**src/dpsram_host_pkg.sv**
```systemverilog
package dpsram_host_pkg;
  // ----------------------------------------------------------------
  // clock, timing, widths and lane codes
  // ----------------------------------------------------------------
  localparam int CLK_PERIOD_NS = 50;
  localparam int T_PWE_NS = 10;
  localparam int T_HZWE_NS = 10;
  localparam int T_SD_NS = 10;
  localparam int T_SOP_NS = 10;
  localparam int T_SWRD_NS = 5;
  localparam int T_DOE_NS = 8;
  localparam int T_WH_NS = 11;
  localparam int T_BLA_NS = 12;
  localparam int T_RC_NS = 12;
  localparam int T_SETTLE_NS = 12;
  // a pin level reaches the logic only after the four-flop synchroniser
  localparam int SYNC_CYC = 4;
  // least times round up to whole cycles, never below one
  function automatic int ns_to_cyc(input int ns);
    int c;
    c = (ns + CLK_PERIOD_NS - 1) / CLK_PERIOD_NS;
    return (c < 1) ? 1 : c;
  endfunction : ns_to_cyc
  localparam int PULSE_PLAIN_CYC = ns_to_cyc(T_PWE_NS);
  localparam int PULSE_OE_CYC = ns_to_cyc((T_PWE_NS > T_HZWE_NS + T_SD_NS) ?
                                           T_PWE_NS : (T_HZWE_NS + T_SD_NS));
  localparam int TOKEN_UPDATE_CYC = ns_to_cyc(T_SOP_NS);
  localparam int TOKEN_WR_RD_CYC = ns_to_cyc(T_SWRD_NS + T_DOE_NS);
  localparam int WH_CYC = ns_to_cyc(T_WH_NS);
  localparam int FLAG_SETTLE_CYC = ns_to_cyc(T_BLA_NS);
  localparam int ACCESS_CYC = ns_to_cyc(T_RC_NS);
  localparam int POWERUP_CYC = ns_to_cyc(T_RC_NS) + 1;
  localparam int CNT_W = 8;
  localparam int ADDR_W = 15;
  localparam int DATA_W = 36;
  localparam int LANE_W = 4;
  localparam int TOKEN_ADDR_W = 3;
  localparam logic [LANE_W-1:0] LANES_OFF = 4'hf;
  localparam logic [LANE_W-1:0] LANES_ALL = 4'h0;
endpackage : dpsram_host_pkg

```
**src/pin_sync.sv**
```systemverilog
module pin_sync #(
  parameter int WIDTH = 1
) (
  input wire logic mclk_i,
  input wire logic reset_n_i,
  input wire logic [WIDTH-1:0] pin_i,
  output logic [WIDTH-1:0] level_o
);
  typedef struct packed {
    logic [WIDTH-1:0] s1;
    logic [WIDTH-1:0] s2;
    logic [WIDTH-1:0] s3;
    logic [WIDTH-1:0] lvl;
  } sync_type;
  sync_type cur_ff;
  sync_type nxt_ff;
  if (WIDTH < 1) begin : g_bad_width
    $error("pin_sync width must be positive");
  end
  always_comb begin
    nxt_ff = cur_ff;
    nxt_ff.s1 = pin_i;
    nxt_ff.s2 = cur_ff.s1;
    nxt_ff.s3 = cur_ff.s2;
    for (int i = 0; i < WIDTH; i++) begin
      if (cur_ff.s2[i] == cur_ff.s3[i]) begin
        nxt_ff.lvl[i] = cur_ff.s3[i];
      end
    end
  end
  always_ff @(posedge mclk_i or negedge reset_n_i) begin
    if (!reset_n_i) begin
      cur_ff <= '{s1: '1, s2: '1, s3: '1, lvl: '1};
    end else begin
      cur_ff <= nxt_ff;
    end
  end
  assign level_o = cur_ff.lvl;
endmodule : pin_sync

```
**src/dpsram_host.sv**
```systemverilog
module dpsram_host
  import dpsram_host_pkg::*;
#(
  parameter int ADDR_WIDTH = dpsram_host_pkg::ADDR_W,
  parameter int DATA_WIDTH = dpsram_host_pkg::DATA_W
) (
  input wire logic mclk_i,
  input wire logic reset_n_i,
  input wire logic req_i,
  input wire logic req_write_i,
  input wire logic req_token_i,
  input wire logic [ADDR_WIDTH-1:0] req_addr_i,
  input wire logic [DATA_WIDTH-1:0] req_wdata_i,
  input wire logic [dpsram_host_pkg::LANE_W-1:0] req_lanes_n_i,
  input wire logic retention_i,
  input wire logic slave_role_i,
  output logic busy_o,
  output logic done_o,
  output logic [DATA_WIDTH-1:0] rdata_o,
  output logic mailbox_irq_o,
  output logic [ADDR_WIDTH-1:0] addr_o,
  output logic primary_select_n_o,
  output logic secondary_select_o,
  output logic token_select_n_o,
  output logic write_strobe_n_o,
  output logic output_gate_n_o,
  output logic [dpsram_host_pkg::LANE_W-1:0] lane_select_n_o,
  output logic [DATA_WIDTH-1:0] data_o,
  output logic data_oe_o,
  input wire logic [DATA_WIDTH-1:0] data_i,
  input wire logic contention_n_i,
  input wire logic interrupt_n_i
);
  import dpsram_host_pkg::*;

  if (ADDR_WIDTH < TOKEN_ADDR_W || DATA_WIDTH < 1) begin : g_bad_widths
    $error("dpsram_host bad widths");
  end

  // ----------------------------------------------------------------
  // pin synchronisers
  // ----------------------------------------------------------------
  logic [DATA_WIDTH+1:0] pins_lvl;
  logic [DATA_WIDTH-1:0] rd_pins;
  logic cont_n;
  logic irq_n;
  pin_sync #(.WIDTH(DATA_WIDTH + 2)) u_sync (
    .mclk_i(mclk_i),
    .reset_n_i(reset_n_i),
    .pin_i({contention_n_i, interrupt_n_i, data_i}),
    .level_o(pins_lvl)
  );
  assign rd_pins = pins_lvl[DATA_WIDTH-1:0];
  assign irq_n = pins_lvl[DATA_WIDTH];
  assign cont_n = pins_lvl[DATA_WIDTH+1];

  // ----------------------------------------------------------------
  // sequencer
  // ----------------------------------------------------------------
  typedef enum logic [2:0] {
    ST_POWERUP, ST_IDLE, ST_SETUP, ST_SETTLE, ST_PULSE, ST_READ, ST_RECOVER
  } state_type;

  typedef struct packed {
    state_type st;
    logic [CNT_W-1:0] cnt;
    logic wr;
    logic tok;
    logic busy;
    logic done;
    logic [DATA_WIDTH-1:0] rdata;
    logic irq;
    logic [ADDR_WIDTH-1:0] addr;
    logic psel_n;
    logic ssel;
    logic tsel_n;
    logic we_n;
    logic oe_n;
    logic [LANE_W-1:0] lanes_n;
    logic [DATA_WIDTH-1:0] dout;
    logic doe;
    logic tok_pending;
  } host_type;

  host_type cur_ff;
  host_type nxt_ff;

  function automatic logic [CNT_W-1:0] cyc(input int n);
    return CNT_W'(n);
  endfunction : cyc

  always_comb begin
    nxt_ff = cur_ff;
    nxt_ff.done = 1'b0;
    nxt_ff.irq = ~irq_n;
    if (cur_ff.cnt != '0) nxt_ff.cnt = cur_ff.cnt - cyc(1);
    case (cur_ff.st)
      ST_POWERUP: begin
        if (cur_ff.cnt == '0) begin
          nxt_ff.st = ST_IDLE;
          nxt_ff.busy = 1'b0;
        end
      end
      ST_IDLE: begin
        nxt_ff.psel_n = 1'b1;
        nxt_ff.tsel_n = 1'b1;
        if (req_i && !retention_i && cur_ff.cnt == '0) begin
          nxt_ff.busy = 1'b1;
          nxt_ff.wr = req_write_i;
          nxt_ff.tok = req_token_i;
          // address moves only while the strobe is high
          nxt_ff.addr = req_addr_i;
          nxt_ff.lanes_n = req_token_i ? LANES_ALL : req_lanes_n_i;
          nxt_ff.dout = req_wdata_i;
          nxt_ff.st = ST_SETUP;
        end
      end
      ST_SETUP: begin
        // select exactly one of array or token before the strobe
        nxt_ff.psel_n = cur_ff.tok;
        nxt_ff.ssel = 1'b1;
        nxt_ff.tsel_n = ~cur_ff.tok;
        nxt_ff.oe_n = cur_ff.wr; // gate high on writes keeps the short pulse
        nxt_ff.cnt = cyc(FLAG_SETTLE_CYC);
        nxt_ff.st = cur_ff.wr ? ST_SETTLE : ST_READ;
        // read capture waits out the synchroniser, else it takes the old word
        if (!cur_ff.wr && cur_ff.tok && cur_ff.tok_pending) begin
          nxt_ff.cnt = cyc(TOKEN_WR_RD_CYC + SYNC_CYC);
        end else if (!cur_ff.wr) begin
          nxt_ff.cnt = cyc(ACCESS_CYC + SYNC_CYC);
        end
      end
      ST_SETTLE: begin
        // slave: strobe waits for a settled and released flag
        if (cur_ff.cnt == '0 && (!slave_role_i || cont_n)) begin
          nxt_ff.we_n = 1'b0;
          nxt_ff.doe = 1'b1;
          nxt_ff.cnt = cur_ff.oe_n ? cyc(PULSE_PLAIN_CYC) : cyc(PULSE_OE_CYC);
          nxt_ff.st = ST_PULSE;
        end
      end
      ST_PULSE: begin
        if (slave_role_i && !cont_n) begin
          // flag came back: hold strobe high and retry after release
          nxt_ff.we_n = 1'b1;
          nxt_ff.cnt = cyc(WH_CYC);
          nxt_ff.st = ST_SETTLE;
        end else if (cur_ff.cnt == '0) begin
          nxt_ff.we_n = 1'b1;
          nxt_ff.st = ST_RECOVER;
          nxt_ff.tok_pending = cur_ff.tok;
          nxt_ff.cnt = cur_ff.tok ? cyc(TOKEN_UPDATE_CYC) : cyc(1);
        end
      end
      ST_READ: begin
        if (cur_ff.cnt == '0) begin
          nxt_ff.rdata = rd_pins;
          if (cur_ff.tok) nxt_ff.tok_pending = 1'b0;
          nxt_ff.st = ST_RECOVER;
          nxt_ff.cnt = cyc(1);
        end
      end
      ST_RECOVER: begin
        nxt_ff.doe = 1'b0;
        nxt_ff.oe_n = 1'b1;
        nxt_ff.psel_n = 1'b1;
        nxt_ff.tsel_n = 1'b1;
        if (!cur_ff.we_n) nxt_ff.we_n = 1'b1;
        nxt_ff.done = 1'b1;
        nxt_ff.busy = 1'b0;
        nxt_ff.st = ST_IDLE;
      end
      default: nxt_ff.st = ST_IDLE;
    endcase
  end

  always_ff @(posedge mclk_i or negedge reset_n_i) begin
    if (!reset_n_i) begin
      cur_ff <= '{st: ST_POWERUP, cnt: CNT_W'(POWERUP_CYC), busy: 1'b1,
                  psel_n: 1'b1, tsel_n: 1'b1, we_n: 1'b1, oe_n: 1'b1,
                  lanes_n: LANES_OFF, default: '0};
    end else begin
      cur_ff <= nxt_ff;
    end
  end

  // ----------------------------------------------------------------
  // outputs
  // ----------------------------------------------------------------
  assign busy_o = cur_ff.busy;
  assign done_o = cur_ff.done;
  assign rdata_o = cur_ff.rdata;
  assign mailbox_irq_o = cur_ff.irq;
  assign addr_o = cur_ff.addr;
  assign primary_select_n_o = cur_ff.psel_n;
  assign secondary_select_o = cur_ff.ssel;
  assign token_select_n_o = cur_ff.tsel_n;
  assign write_strobe_n_o = cur_ff.we_n;
  assign output_gate_n_o = cur_ff.oe_n;
  assign lane_select_n_o = cur_ff.lanes_n;
  assign data_o = cur_ff.dout;
  assign data_oe_o = cur_ff.doe;

  // ----------------------------------------------------------------
  // checks
  // ----------------------------------------------------------------
  chk_select_exclusive: assert property (@(posedge mclk_i) disable iff (!reset_n_i)
    !write_strobe_n_o |-> (primary_select_n_o != token_select_n_o))
    else $error("write with both or neither select");
  chk_read_strobe: assert property (@(posedge mclk_i) disable iff (!reset_n_i)
    (!output_gate_n_o) |-> write_strobe_n_o)
    else $error("strobe low while reading");
  chk_addr_stable: assert property (@(posedge mclk_i) disable iff (!reset_n_i)
    $changed(addr_o) |-> (write_strobe_n_o && $past(write_strobe_n_o)))
    else $error("address moved under strobe");
  chk_pulse_width: assert property (@(posedge mclk_i) disable iff (!reset_n_i)
    ($fell(write_strobe_n_o) && !slave_role_i) |-> !write_strobe_n_o [*2])
    else $error("write pulse too short");
  chk_token_gap: assert property (@(posedge mclk_i) disable iff (!reset_n_i)
    ($rose(write_strobe_n_o) && !token_select_n_o) |=> token_select_n_o)
    else $error("token not deselected after write");
  chk_retention: assert property (@(posedge mclk_i) disable iff (!reset_n_i)
    (retention_i && !busy_o) |=> primary_select_n_o)
    else $error("select active during retention");
  chk_powerup: assert property (@(posedge mclk_i) disable iff (!reset_n_i)
    $rose(reset_n_i) |-> primary_select_n_o [*2])
    else $error("access too soon after power-up");
  chk_slave_flag: assert property (@(posedge mclk_i) disable iff (!reset_n_i)
    ($fell(write_strobe_n_o) && slave_role_i) |-> $past(cont_n))
    else $error("strobe fell under contention flag");
endmodule : dpsram_host

```
**config.mk**
```make
export PLATFORM = sky130hd
export DESIGN_NAME = dpsram_host
export DESIGN_NICKNAME = d
export VERILOG_FILES = /design/src/dpsram_host_pkg.sv /design/src/pin_sync.sv /design/src/dpsram_host.sv
export SDC_FILE = /design/constraint.sdc
export NUM_CORES = 1
export LEC_CHECK = 0
export ABC_AREA = 0
export BUFFER_PORTS_ARGS = -buffer_cell sky130_fd_sc_hd__buf_4
export CAP_MARGIN = 30
export CORE_UTILIZATION = 38
export CTS_CLUSTER_DIAMETER = 100
export DETAILED_ROUTE_END_ITERATION = 6
export HOLD_SLACK_MARGIN = 0.02
export PLACE_DENSITY = 0.62
export SLEW_MARGIN = 20
export SYNTH_ARGS = -nofsm -noshare
export SYNTH_HDL_FRONTEND = slang
export SYNTH_HIERARCHICAL = 1
export SYNTH_SLANG_ARGS = --single-unit
```
**constraint.sdc**
```tcl
create_clock -name mclk_i -period 1.95 [get_ports mclk_i]
set_input_delay 0.195 -clock mclk_i [delete_from_list [all_inputs] [get_ports mclk_i]]
set_output_delay 0.195 -clock mclk_i [all_outputs]
set_load 0.05 [all_outputs]
```
==> impl_results.md <==
* Min Clock Period, post-route at 2.04 ns
* Unrepaired setup endpoints after global routing: true
* Initial antenna violation count at 1
* First-pass GRT wire length at 30700 um
* Final WS setup at -0.0854 ns
* Worst-Margin Slew at 0.505 ns
* Hold_ws at 0.109 ns
* Post-synth EDFFs at 0
* Final ANT Viol Nets at 0
* DP Wirelength at 11600 um
* Clock Skew at 0.00971 ns
* Crit-path slowest cell: dfrtp_1
* Cell Chain, Critical Path: nor4_4 > and3_4 > inv_4 > nor3_4 > buf_12 > buf_16 > mux2_1
* Nets at 952
* WP data required at 2.35 ns
* Vias at 5336
* Row cnt at 58
* Gate power share at 25.4%
* Final WL at 19600 um
* Die Height at 164 um
* Worst IR drop on VDD at 871 uV
* GRT overflow at 0
* Post-Syn Instances at 630
* Initial DRT Pass Iterations at 4
* Final-layout fill cell count at 2043
* DP Cell Count at 1041
* CTS Buffer Depth at 3
* Worst EP arrival at 2.44 ns
* Hold Crit Class: in -> reg
* Core Region at 0.0254 mm2
* Cell Pwr Density at 1250 mW/mm2
* Worst setup EP type: register
* Largest stage delay, worst path at 0.41 ns
* Buffers on Ports at 199
* Syn_area_per_cell at 15.8 um2
* Status: complete, but fails checks
* Total GRT Usage at 14.6%
* Mapped Area at 0.00993 mm2
* Max-slew violations at 0
* Prevailing post-synth register cell: dfstp_2
* Endpoints failing setup at 38
* Critical path buffers and inverters at 3
* Final hold vios at 0
* Critical path peak fanout at 11
* CP top delay family: simple AND/OR/NAND/NOR gates
* Max Cap Viol at 0
* Reg-to-reg slack, setup at -0.09 ns
* Pin count of the biggest net entering global routing at 65
* Clock power share at 33.3%
* Via-to-Cell Ratio at 4.44
* Net count after synthesis at 733
* Num Clock Sinks at 265
* Most frequent cells in the layout: buf_4, dfstp_2, dfrtp_1
* Commonest non-fill, non-tap cell in the layout: buf_4
* Sequential share of the synthesized area at 68.8%
* Clock Tree Root: clkbuf_16
* Final GP Congestion at 0.826
* Slew margin rel. at 66.3%
* Synth Register Bits at 265
* Cell variety after synth at 42
* Drt first-iter violations at 371
* Layout Cells excl Fill at 1202
* Asr flop ratio synth at 100%
* Die width at 164 um
* Internal at 11.6 mW
* Sw Pwr at 5.20 mW
* Drt wl/cell at 16.3 um
* Multi-input logic area at 0.00215 mm2
* Worst-path clk slew at 0.06 ns
* Sw frac at 31.0%
* Die Area at 0.0268 mm2
* Syn-to-layout area delta at 34.6%
* Critical path class: reg -> reg
* Number of top-level pins at 200
* Share of cells above drive strength 1 at 65.8%
* Remaining DRCs at 0
* Ys Warns at 6
* Starting density of the core at 39.1%
* Max Clk Rate at 491 MHz
* Register area at 0.00683 mm2
* TritonCTS Buffers at 29
* CTS tree: done
* Sequential share of power at 41.3%
* Worst-skew pair later-pin latency at 0.54 ns
* H-tree levels at 1
* Leak at 6.14 nW
* Period utilization at 104%
* Startpoint Class: register
* Vias in the first global route at 6004
* Failing checks: negative setup slack
tightest hold or removal path, cell delays in order:
cell and delay, ns:
buf_4 0.08, nand2b_1 0.08, nand4_1 0.19, nand2_1 0.07
synthesized netlist by cell type, types with 2 or more instances:
| cell type | instances | share of area, % |
|---|---|---|
| a21oi_1 | 8 | 0.40 |
| and3_1 | 2 | 0.13 |
| buf_2 | 3 | 0.15 |
| buf_4 | 133 | 10 |
| buf_6 | 3 | 0.34 |
| clkbuf_1 | 5 | 0.19 |
| dfrtp_1 | 103 | 26 |
| dfstp_2 | 162 | 43 |
| ha_1 | 3 | 0.38 |
| inv_1 | 6 | 0.23 |
| maj3_2 | 38 | 4.3 |
| mux2_1 | 19 | 2.2 |
| mux2_2 | 74 | 8.4 |
| nand2_1 | 9 | 0.34 |
| nand2b_1 | 4 | 0.25 |
| nor2_1 | 10 | 0.38 |
| nor2b_1 | 11 | 0.69 |
| nor3_1 | 2 | 0.10 |
| o211ai_1 | 2 | 0.15 |
| o21ai_0 | 6 | 0.30 |
| or4_1 | 3 | 0.23 |
| xnor2_1 | 3 | 0.26 |
| xor2_1 | 2 | 0.18 |
power by group through the flow:
stage          Sequential [mW]  Clock, mW  Combinational [mW]
6_report                  6.92       5.58                4.26
5_1_grt                   7.02       6.01                4.49
4_1_cts                   6.93       5.76                4.20
3_5_place_dp              6.99          0                3.96
3_3_place_gp              6.94          0                3.86
2_1_floorplan             6.94          0                3.24
metal layers:
metal  wire length (um)  vias up  GRT usage [%]
met2               9820      182           25.4
met1               7910     2694           17.1
met5                  0        -              0
li1                   -     2426              -
met4                523        0           5.05
met3               1380       34           4.27
flip-flops by register name, indices dropped and copies added, names as in the netlist:
signal	cells
u_sync/cur_ff	114
primary_select_n_o	1
data_o	36
output_gate_n_o	1
busy_o	1
addr_o	15
token_select_n_o	1
secondary_select_o	1
u_sync/level_o	38
data_oe_o	1
done_o	1
write_strobe_n_o	1
lane_select_n_o	4
rdata_o	36
mailbox_irq_o	1
cur_ff	13
cell type report:
cell class	count	share of cell area [%]
antenna	1	0.0187
clock buffer	38	5.98
clock inverter	15	1.57
inverter	7	0.215
multi-input combinational	214	16.1
sequential	265	51.1
tap	330	3.09
timing repair buffer	332	21.9
logic make-up (layout without fill, tap and decap cells):
| logic type | count (synthesis) | in the layout | synth area share (%) |
|---|---|---|---|
| flops | 265 | 265 | 68.8 |
| buf+inv | 151 | 392 | 11.0 |
| mux | 93 | 93 | 10.5 |
| simple gates | 48 | 48 | 2.76 |
| fa+ha+maj | 41 | 41 | 4.69 |
| compound gates | 27 | 27 | 1.73 |
| xor+xnor | 5 | 5 | 0.441 |
| other cells | 0 | 1 | 0 |
through the flow:
stage / cell area, um2 / util [%] / setup WS (ns) / TNS [ns] / total power, mW
2_1_floorplan: 9930 / - / 0.00753 / 0 / 10.2
3_3_place_gp: 11000 / 43.5 / -0.0351 / -1.05 / 10.8
3_5_place_dp: 11000 / 43.5 / -0.0995 / -3.81 / 10.9
4_1_cts: 13200 / 52.1 / -0.0971 / -3.19 / 16.9
5_1_grt: 13400 / 52.6 / -0.135 / -5.31 / 17.5
6_report: 13400 / 52.6 / -0.0854 / -0.953 / 16.8
final timing paths:
path	cells past startpoint	to	from
max in group asynchronous	3	u_sync/level_o[17]	reset_n_i
min reg2reg	0	u_sync/cur_ff[82]	u_sync/cur_ff[120]
min	4	data_oe_o	slave_role_i
max	7	data_o[3]	cur_ff[107]
min in group asynchronous	2	rdata_o[10]	reset_n_i
max reg2reg	7	data_o[3]	cur_ff[107]
repair_timing:
action	4_1_cts	5_1_grt
setup buffers	2	3
hold buffers	96	0
gates resized for setup	30	13
pin swaps	3	3
hold endpoints to repair	178	0
cloned	3	3
endpoints found under the setup margin	63	93
Note: power is estimated with default switching activity, not from simulation.
